--- config.mk ---
export PLATFORM = sky130hd
export DESIGN_NAME = pll_clock_module
export DESIGN_NICKNAME = d
export VERILOG_FILES = /design/src/logic/pll_clock_pkg.sv /design/src/logic/pll_clock_module.sv /design/src/logic/osc_activity_monitor.sv
export SDC_FILE = /design/constraint.sdc
export NUM_CORES = 1
export LEC_CHECK = 0
export BUFFER_PORTS_ARGS = -buffer_cell sky130_fd_sc_hd__clkbuf_2
export CORE_ASPECT_RATIO = 1.2
export CORE_MARGIN = 2
export CORE_UTILIZATION = 30
export DETAILED_ROUTE_END_ITERATION = 12
export PLACE_DENSITY = 0.47
export REMOVE_ABC_BUFFERS = 1
export SYNTH_ARGS = -nofsm -noshare
export SYNTH_HDL_FRONTEND = slang
export SYNTH_SLANG_ARGS = --single-unit
--- constraint.sdc ---
create_clock -name clk -period 2.6 [get_ports clk]
set_clock_uncertainty 0.15 [all_clocks]
set_input_delay 0.26 -clock clk [delete_from_list [all_inputs] [get_ports clk]]
set_output_delay 0.26 -clock clk [all_outputs]
set_load 0.01 [all_outputs]
--- src/logic/pll_clock_pkg.sv ---
package pll_clock_pkg;

    // ----------------------------------------------------------------
    // Field widths and reset values
    // ----------------------------------------------------------------
    localparam int RATIO_W = 4;
    localparam int POST_DIVIDER_SELECT_W = 2;
    localparam logic [3:0] RATIO_RESET = 4'h0;
    localparam logic [3:0] RATIO_BYPASS = 4'h0;
    localparam logic [3:0] RATIO_MAX = 4'ha;
    localparam logic [3:0] RATIO_UNITY = 4'h1;
    localparam logic [1:0] POST_DIVIDER_SELECT_RESET = 2'h0;
    localparam logic [1:0] POST_DIVIDER_SELECT_DIV2 = 2'h2;
    localparam logic [1:0] POST_DIVIDER_SELECT_DIV1 = 2'h3;
    localparam logic PLL_DISABLE_RESET = 1'b0;

    // ----------------------------------------------------------------
    // Effective divide factors shown on the divider output
    // ----------------------------------------------------------------
    localparam logic [2:0] DIV_BY_4 = 3'h4;
    localparam logic [2:0] DIV_BY_2 = 3'h2;
    localparam logic [2:0] DIV_BY_1 = 3'h1;

    // ----------------------------------------------------------------
    // Timing
    // ----------------------------------------------------------------
    localparam int CLK_PERIOD_NS = 40;
    localparam int LOCK_OSC_CYCLES = 131072;
    localparam int MISSING_TIMEOUT_NS = 2000;
    localparam int MISSING_TIMEOUT_CYCLES = MISSING_TIMEOUT_NS / CLK_PERIOD_NS;
    localparam int RESET_PULSE_CYCLES = 16;

    // ----------------------------------------------------------------
    // Types
    // ----------------------------------------------------------------
    typedef enum logic [1:0] {MODE_OFF, MODE_BYPASS, MODE_ENABLE, MODE_LIMP} clock_mode_t;
    typedef enum logic {LOCK_STABLE, LOCK_RELOCKING} lock_state_t;

endpackage : pll_clock_pkg

--- src/logic/pll_clock_module.sv ---
`timescale 1ns/1ps
module pll_clock_module #(
    parameter int LOCK_CYCLES = pll_clock_pkg::LOCK_OSC_CYCLES,
    parameter int MISSING_TIMEOUT = pll_clock_pkg::MISSING_TIMEOUT_CYCLES
) (
    input wire logic clk,
    input wire logic resetn,
    input wire logic osc_input_pin,
    input wire logic ext_clock_input_pin,
    input wire logic external_source_select,
    input wire logic external_reset_pin_n,
    input wire logic watchdog_reset,
    input wire logic protected_write_enable,
    input wire logic ratio_write,
    input wire logic [pll_clock_pkg::RATIO_W-1:0] ratio_wdata,
    input wire logic status_write,
    input wire logic [pll_clock_pkg::POST_DIVIDER_SELECT_W-1:0] post_divider_select_wdata,
    input wire logic pll_disable_wdata,
    input wire logic missing_clock_clear,
    output logic [pll_clock_pkg::RATIO_W-1:0] pll_ratio_reg,
    output logic [pll_clock_pkg::POST_DIVIDER_SELECT_W-1:0] post_divider_select,
    output logic pll_disable_bit,
    output logic lock_done_flag,
    output logic missing_clock_flag,
    output pll_clock_pkg::clock_mode_t clock_mode,
    output logic [pll_clock_pkg::RATIO_W-1:0] cpu_clock_multiplier,
    output logic [2:0] cpu_clock_divider,
    output logic limp_active,
    output logic device_reset_out,
    output logic watchdog_count_enable
);
    import pll_clock_pkg::*;

    localparam int LCW = $clog2(LOCK_CYCLES);
    localparam int RCW = $clog2(RESET_PULSE_CYCLES + 1);

    // ----------------------------------------------------------------
    // Pin synchronisers
    // ----------------------------------------------------------------
    logic [1:0] osc_sync;
    logic [1:0] ext_sync;
    logic [1:0] rst_sync;

    always_ff @(posedge clk or negedge resetn) begin
        if (!resetn) begin
            osc_sync <= 2'h0;
            ext_sync <= 2'h0;
            rst_sync <= 2'h0;
        end else begin
            osc_sync <= {osc_sync[0], osc_input_pin};
            ext_sync <= {ext_sync[0], ext_clock_input_pin};
            rst_sync <= {rst_sync[0], external_reset_pin_n};
        end
    end

    logic src_level;
    logic reg_reset;
    logic osc_edge;
    logic clock_missing;
    logic osc_seen;

    // Oscillator source: crystal input or external clock pin
    assign src_level = external_source_select ? ext_sync[1] : osc_sync[1];
    // Besides resetn, the reset pin and watchdog reset restore ratio and status
    assign reg_reset = ~rst_sync[1] | watchdog_reset;

    osc_activity_monitor #(
        .TIMEOUT(MISSING_TIMEOUT)
    ) u_monitor (
        .clk(clk),
        .resetn(resetn),
        .osc_level(src_level),
        .osc_edge(osc_edge),
        .clock_missing(clock_missing),
        .osc_seen(osc_seen)
    );

    // ----------------------------------------------------------------
    // Ratio and status registers
    // ----------------------------------------------------------------
    logic ratio_accept;
    logic missing_event;
    logic missing_q;
    logic [RATIO_W-1:0] next_ratio;
    logic [POST_DIVIDER_SELECT_W-1:0] next_post_divider_select;
    logic next_disable;
    logic next_missing_flag;

    assign ratio_accept = ratio_write & protected_write_enable & (ratio_wdata <= RATIO_MAX);
    assign missing_event = clock_missing & ~missing_q & osc_seen;

    // Register writes; a failure event wins over a software clear
    always_comb begin
        next_ratio = pll_ratio_reg;
        next_post_divider_select = post_divider_select;
        next_disable = pll_disable_bit;
        next_missing_flag = missing_clock_flag;
        if (reg_reset) begin
            next_ratio = RATIO_RESET;
            next_post_divider_select = POST_DIVIDER_SELECT_RESET;
            next_disable = PLL_DISABLE_RESET;
            next_missing_flag = 1'b0;
        end else begin
            if (ratio_accept) begin
                next_ratio = ratio_wdata;
            end
            if (status_write && protected_write_enable) begin
                next_post_divider_select = post_divider_select_wdata;
                next_disable = pll_disable_wdata;
            end
            if (missing_clock_clear) begin
                next_missing_flag = 1'b0;
            end
            if (missing_event) begin
                next_missing_flag = 1'b1;
            end
        end
    end

    always_ff @(posedge clk or negedge resetn) begin
        if (!resetn) begin
            pll_ratio_reg <= RATIO_RESET;
            post_divider_select <= POST_DIVIDER_SELECT_RESET;
            pll_disable_bit <= PLL_DISABLE_RESET;
            missing_clock_flag <= 1'b0;
            missing_q <= 1'b0;
        end else begin
            pll_ratio_reg <= next_ratio;
            post_divider_select <= next_post_divider_select;
            pll_disable_bit <= next_disable;
            missing_clock_flag <= next_missing_flag;
            missing_q <= clock_missing;
        end
    end

    // ----------------------------------------------------------------
    // Relock sequencer
    // ----------------------------------------------------------------
    lock_state_t lock_state;
    lock_state_t next_lock_state;
    logic [LCW-1:0] lock_count;
    logic [LCW-1:0] next_lock_count;
    logic next_lock_flag;

    // Counts oscillator edges after each accepted ratio write
    always_comb begin
        next_lock_state = lock_state;
        next_lock_count = lock_count;
        next_lock_flag = lock_done_flag;
        if (reg_reset) begin
            next_lock_state = LOCK_STABLE;
            next_lock_count = '0;
            next_lock_flag = 1'b0;
        end else if (ratio_accept) begin
            next_lock_state = LOCK_RELOCKING;
            next_lock_count = '0;
            next_lock_flag = 1'b0;
        end else begin
            case (lock_state)
                LOCK_RELOCKING: begin
                    if (osc_edge) begin
                        if (lock_count == LCW'(LOCK_CYCLES - 1)) begin
                            next_lock_state = LOCK_STABLE;
                            next_lock_flag = 1'b1;
                        end else begin
                            next_lock_count = lock_count + LCW'(1);
                        end
                    end
                end
                default: begin
                    next_lock_count = '0;
                end
            endcase
        end
    end

    always_ff @(posedge clk or negedge resetn) begin
        if (!resetn) begin
            lock_state <= LOCK_STABLE;
            lock_count <= '0;
            lock_done_flag <= 1'b0;
        end else begin
            lock_state <= next_lock_state;
            lock_count <= next_lock_count;
            lock_done_flag <= next_lock_flag;
        end
    end

    // ----------------------------------------------------------------
    // Clock selection and failure handling
    // ----------------------------------------------------------------
    clock_mode_t next_mode;
    logic [RATIO_W-1:0] next_mult;
    logic [2:0] next_div;
    logic [RCW-1:0] rst_count;
    logic [RCW-1:0] next_rst_count;
    logic limp_cond;

    assign limp_cond = clock_missing & osc_seen & ~pll_disable_bit;

    // Mode, multiplier, divider and reset pulse
    always_comb begin
        next_mult = RATIO_UNITY;
        if (pll_disable_bit) begin
            next_mode = MODE_OFF;
        end else if (limp_cond) begin
            next_mode = MODE_LIMP;
        end else if (pll_ratio_reg == RATIO_BYPASS || lock_state == LOCK_RELOCKING) begin
            next_mode = MODE_BYPASS;
        end else begin
            next_mode = MODE_ENABLE;
            next_mult = pll_ratio_reg;
        end
        if (post_divider_select == POST_DIVIDER_SELECT_DIV1 && next_mode != MODE_ENABLE) begin
            next_div = DIV_BY_1;
        end else if (post_divider_select >= POST_DIVIDER_SELECT_DIV2) begin
            next_div = DIV_BY_2;
        end else begin
            next_div = DIV_BY_4;
        end
        next_rst_count = rst_count;
        if (missing_event) begin
            next_rst_count = RCW'(RESET_PULSE_CYCLES);
        end else if (rst_count != '0) begin
            next_rst_count = rst_count - RCW'(1);
        end
    end

    always_ff @(posedge clk or negedge resetn) begin
        if (!resetn) begin
            clock_mode <= MODE_BYPASS;
            cpu_clock_multiplier <= RATIO_UNITY;
            cpu_clock_divider <= DIV_BY_4;
            limp_active <= 1'b0;
            rst_count <= '0;
            device_reset_out <= 1'b0;
            watchdog_count_enable <= 1'b0;
        end else begin
            clock_mode <= next_mode;
            cpu_clock_multiplier <= next_mult;
            cpu_clock_divider <= next_div;
            limp_active <= limp_cond;
            rst_count <= next_rst_count;
            device_reset_out <= (next_rst_count != '0);
            watchdog_count_enable <= ~clock_missing & osc_seen;
        end
    end

    // ----------------------------------------------------------------
    // Checks
    // ----------------------------------------------------------------
    property p_ratio_protect;
        @(posedge clk) disable iff (!resetn || reg_reset)
        (ratio_write && !protected_write_enable) |=> $stable(pll_ratio_reg);
    endproperty
    a_ratio_protect: assert property (p_ratio_protect)
        else $error("unprotected ratio write took effect");

    property p_ratio_store;
        @(posedge clk) disable iff (!resetn || reg_reset)
        ratio_accept |=> (pll_ratio_reg == $past(ratio_wdata));
    endproperty
    a_ratio_store: assert property (p_ratio_store)
        else $error("accepted ratio not stored");

    property p_write_bypass;
        @(posedge clk) disable iff (!resetn || reg_reset)
        ratio_accept |=> !lock_done_flag ##1 (clock_mode != MODE_ENABLE);
    endproperty
    a_write_bypass: assert property (p_write_bypass)
        else $error("ratio write did not force bypass and clear lock");

    property p_div_slow;
        @(posedge clk) disable iff (!resetn)
        (post_divider_select < POST_DIVIDER_SELECT_DIV2) |=> (cpu_clock_divider == DIV_BY_4);
    endproperty
    a_div_slow: assert property (p_div_slow)
        else $error("divider select 0 or 1 not divide by 4");

    property p_enable_no_div1;
        @(posedge clk) disable iff (!resetn)
        (clock_mode == MODE_ENABLE) |-> (cpu_clock_divider != DIV_BY_1);
    endproperty
    a_enable_no_div1: assert property (p_enable_no_div1)
        else $error("divide by 1 while multiplying");

    property p_off_mode;
        @(posedge clk) disable iff (!resetn)
        pll_disable_bit |=> (clock_mode == MODE_OFF && cpu_clock_multiplier == RATIO_UNITY);
    endproperty
    a_off_mode: assert property (p_off_mode)
        else $error("disable bit did not turn the PLL off");

    property p_zero_bypass;
        @(posedge clk) disable iff (!resetn)
        (pll_ratio_reg == RATIO_BYPASS && !pll_disable_bit && !limp_cond)
            |=> (clock_mode == MODE_BYPASS);
    endproperty
    a_zero_bypass: assert property (p_zero_bypass)
        else $error("zero ratio not in bypass");

    property p_limp;
        @(posedge clk) disable iff (!resetn)
        limp_cond |=> (clock_mode == MODE_LIMP && limp_active);
    endproperty
    a_limp: assert property (p_limp)
        else $error("missing clock did not select limp clock");

    property p_no_early_limp;
        @(posedge clk) disable iff (!resetn)
        !osc_seen |=> !limp_active;
    endproperty
    a_no_early_limp: assert property (p_no_early_limp)
        else $error("limp before clock ever seen");

    property p_wd_stop;
        @(posedge clk) disable iff (!resetn)
        clock_missing |=> !watchdog_count_enable;
    endproperty
    a_wd_stop: assert property (p_wd_stop)
        else $error("watchdog kept counting without clock");

    property p_fail_reset;
        @(posedge clk) disable iff (!resetn || reg_reset)
        missing_event |=> (missing_clock_flag && device_reset_out)[*8];
    endproperty
    a_fail_reset: assert property (p_fail_reset)
        else $error("clock failure did not flag and reset");

    property p_reg_reset;
        @(posedge clk) disable iff (!resetn)
        reg_reset |=> (pll_ratio_reg == RATIO_RESET && post_divider_select == POST_DIVIDER_SELECT_RESET
            && !lock_done_flag && !missing_clock_flag);
    endproperty
    a_reg_reset: assert property (p_reg_reset)
        else $error("reset pin or watchdog did not restore defaults");

    c_lock: cover property (@(posedge clk) disable iff (!resetn) $rose(lock_done_flag));
    c_enable: cover property (@(posedge clk) disable iff (!resetn) clock_mode == MODE_ENABLE);
    c_limp: cover property (@(posedge clk) disable iff (!resetn) $rose(limp_active));
    c_off: cover property (@(posedge clk) disable iff (!resetn) clock_mode == MODE_OFF);

endmodule : pll_clock_module

--- src/logic/osc_activity_monitor.sv ---
`timescale 1ns/1ps
module osc_activity_monitor #(
    parameter int TIMEOUT = pll_clock_pkg::MISSING_TIMEOUT_CYCLES
) (
    input wire logic clk,
    input wire logic resetn,
    input wire logic osc_level,
    output logic osc_edge,
    output logic clock_missing,
    output logic osc_seen
);
    import pll_clock_pkg::*;

    localparam int CW = $clog2(TIMEOUT + 1);

    logic last_level;
    logic [CW-1:0] idle_count;
    logic next_osc_edge;
    logic next_clock_missing;
    logic next_osc_seen;
    logic [CW-1:0] next_idle_count;

    // Edge detection and idle timeout
    always_comb begin
        next_osc_edge = osc_level & ~last_level;
        next_osc_seen = osc_seen | next_osc_edge;
        next_idle_count = idle_count;
        next_clock_missing = clock_missing;
        if (next_osc_edge) begin
            next_idle_count = '0;
            next_clock_missing = 1'b0;
        end else if (idle_count == CW'(TIMEOUT)) begin
            next_clock_missing = 1'b1;
        end else begin
            next_idle_count = idle_count + CW'(1);
        end
    end

    always_ff @(posedge clk or negedge resetn) begin
        if (!resetn) begin
            last_level <= 1'b0;
            osc_edge <= 1'b0;
            osc_seen <= 1'b0;
            idle_count <= '0;
            clock_missing <= 1'b0;
        end else begin
            last_level <= osc_level;
            osc_edge <= next_osc_edge;
            osc_seen <= next_osc_seen;
            idle_count <= next_idle_count;
            clock_missing <= next_clock_missing;
        end
    end

    // ----------------------------------------------------------------
    // Checks
    // ----------------------------------------------------------------
    property p_edge_clears_missing;
        @(posedge clk) disable iff (!resetn)
        (osc_level && !last_level) |=> (!clock_missing && osc_edge);
    endproperty
    a_edge_clears_missing: assert property (p_edge_clears_missing)
        else $error("missing flag not cleared by oscillator edge");

    property p_timeout_sets_missing;
        @(posedge clk) disable iff (!resetn)
        (idle_count == CW'(TIMEOUT) && !(osc_level && !last_level)) |=> clock_missing;
    endproperty
    a_timeout_sets_missing: assert property (p_timeout_sets_missing)
        else $error("idle timeout did not raise missing");

endmodule : osc_activity_monitor

==> impl_metrics.toml <==
[global_routing]
grt_pass1_vias = 2039
overflow = 0
antenna_found_initial = 0
grt_usage_pct = 12.5
grt_start_max_net_pins = 62
grt_pass1_wl_um = 9850

[flow_run]
cap_violations = 0

[synth]
synthTopCellsByCount = "dfrtp_1, nor2_1, nand2_1, a21oi_1, nand3_1"
synth-seq-cells = 61
yosysWarnings = 0
synth_edf_count = 0
synth.most_common_cell = "dfrtp_1"
netlist.area_leader.share_pct = 51.9
syn_area_um2 = 2800
synth_cell_types = 42
synth_cells = 259
async_reset_ff_share_pct = 100
syn_area_per_cell_um2 = 10.8
synth_top_area_cell = "dfrtp_1"
ys.flop_type = "dfrtp_1"
yosysSeqAreaShare_pct = 54.7
yosys-top-cells-area = "dfrtp_1, a2111o_1, nor2_1"

[floorplan]
start_util_pct = 30.9
die_x_um = 92.1
pin_count = 39
core_um2 = 9030
fp.dieArea_um2 = 10100
num_rows = 38
die_h_um = 110

[placement]
dp_cells = 411
gp_congestion = 0.717
port_buffers = 38
hpwl_um = 3840

[sta]
rsz0062_at_grt = "no"
finalMaxSlewViolations = 0
worst_pin_slew_ns = 0.782
finalHoldViolCount = 0
max_freq_ghz = 0.419
timing.hold.ws_ns = 0.0460
finalCritPeriodShare_pct = 91.7
finalSetupTns_ns = 0
final-setup-viol-count = 0
period_minus_slack_ns = 2.38
slew_headroom_pct = 47.9

[clock_network]
hold_buffers = 7
clk_latency_ns = 0.34
cts-resized-gates = 0
tritoncts = "built"
numCtsBuffers = 9
path_clk_slew_ns = 0.08
post_cts_buffers = 0
clk_path_buf_depth = 2
cts.htree.levels = 3
cts_root_buf = "clkbuf_8"
cts_sinks = 61

[cells_and_area]
post-route-util_pct = 37.4
nets = 332
areaGrowthSynthToFinish_pct = 20.7
diodes = 0
reg_top3 = "lock_count (17), u_monitor.idle_count (6), rst_count (5)"
largest_reg_flops = 17
fin_cells = 434
layout-drive-gt1-share_pct = 24.2
largest-register = "lock_count"

[hold_path]
hold_path.class = "in2reg"
hold_start = "protected_write_enable"
hold-path-cell-count = 3
min_to = "pll_disable_bit$_DFFE_PN0P_"

[worst_setup_path]
cp.arrival_ns = 2.49
worstRegToRegCells = 9
worstReg2RegStart = "lock_count[0]$_DFFE_PN0P_"
r2r-end = "lock_count[9]$_DFFE_PN0P_"
crit_type = "reg2reg"
startpoint_type = "register"
cp_max_fo = 15
ff2ff_setup_slack_ns = 0.22
cp.required_ns = 2.71
cp-end-kind = "register"

[route]
postRouteAntennaNets = 0
dr_total_vias = 2091
vias_per_cell = 4.82
wl_per_cell_um = 13.5
drc_errors = 0
top_layer_used = "met4"
finalWirelength_um = 5850
first_pass_iters = 7
route.met2.wl_um = 2880
drtIter0Drc = 73
wl_met3_um = 208
met1_length_um = 2650

[power_and_ir_drop]
p_leak_nw = 1.55
ir_worst_vdd_uv = 422
power_density_nw_per_um2 = 654
power.total_mw = 2.21

[outcome]
status = "finished clean"
-- cells in the final DEF, fill, tap and decap left out, drive strengths merged, types with 6 or more instances in the layout --
cell,n
nor2,28
dlygate4sd3,7
nand3,15
a21oi,14
o2111ai,8
mux2i,8
buf,8
and2,6
inv,8
and3,8
a2111o,11
clkbuf,47
nand2,21
dfrtp,58
nand4,9
-- power breakdown --
part,leakage [nW],switching [mW],internal [mW]
combinational,0.671,0.185,0.168
clock,0.0816,0.399,0.346
sequential,0.795,0.0795,1.03
total,1.55,0.664,1.54
-- layer usage --
layer,global-route usage [%],vias to the layer above
met3,3.08,9
met2,20.3,41
met4,6.93,0
met1,15.4,1004
met5,0,-
li1,-,1037
-- layout make-up --
class / instances / area [um^2]
Sequential cell: 61 / 1530
Tap cell: 120 / 150
Clock inverter: 7 / 50.0
Timing Repair Buffer: 53 / 320
Multi-Input combinational cell: 177 / 1170
Inverter: 7 / 26.3
Fill cell: 939 / 5660
Clock buffer: 9 / 124
-- kinds of logic (layout without fill, tap and decap cells) --
family / count (synthesis) / in the layout / share of synthesized area [%]
buf+inv: 21 / 76 / 3.27
simple gates: 106 / 106 / 19.9
xor+xnor: 10 / 10 / 3.13
compound gates: 47 / 47 / 13.5
mux: 9 / 9 / 3.27
flops: 61 / 61 / 54.7
fa+ha+maj: 5 / 5 / 2.24
-- critical path, stage by stage (launching register included) --
cell      delay (ns)
dfrtp_1         0.42
ha_1            0.22
and2_1          0.16
nand2_1         0.06
nor2_1          0.04
ha_1            0.21
nand2b_4        0.15
and2_1          0.32
a211oi_1        0.36
mux2i_1         0.21
-- through the flow --
stage | setup slack (ns) | cell area (um^2)
floorplan | 0.281 | 2730
global placement | 0.264 | 3130
detailed placement | 0.210 | 3130
CTS | 0.185 | 3370
global route | 0.0384 | 3370
finish | 0.215 | 3370
-- worst max-delay path by stage --
stage                               start                         to  slack [ns]  depth (start not counted)
2_1_floorplan   lock_count[0]$_DFFE_PN0P_  lock_count[9]$_DFFE_PN0P_        0.28                          9
3_3_place_gp    lock_count[0]$_DFFE_PN0P_  lock_count[9]$_DFFE_PN0P_        0.26                          9
3_5_place_dp    lock_count[0]$_DFFE_PN0P_  lock_count[9]$_DFFE_PN0P_        0.21                          9
4_1_cts         lock_count[0]$_DFFE_PN0P_  lock_count[9]$_DFFE_PN0P_        0.19                          9
5_1_grt        lock_count[10]$_DFFE_PN0P_  lock_count[7]$_DFFE_PN0P_        0.04                          8
6_report        lock_count[0]$_DFFE_PN0P_  lock_count[9]$_DFFE_PN0P_        0.22                          9
Power figures use the tool's default switching activity.
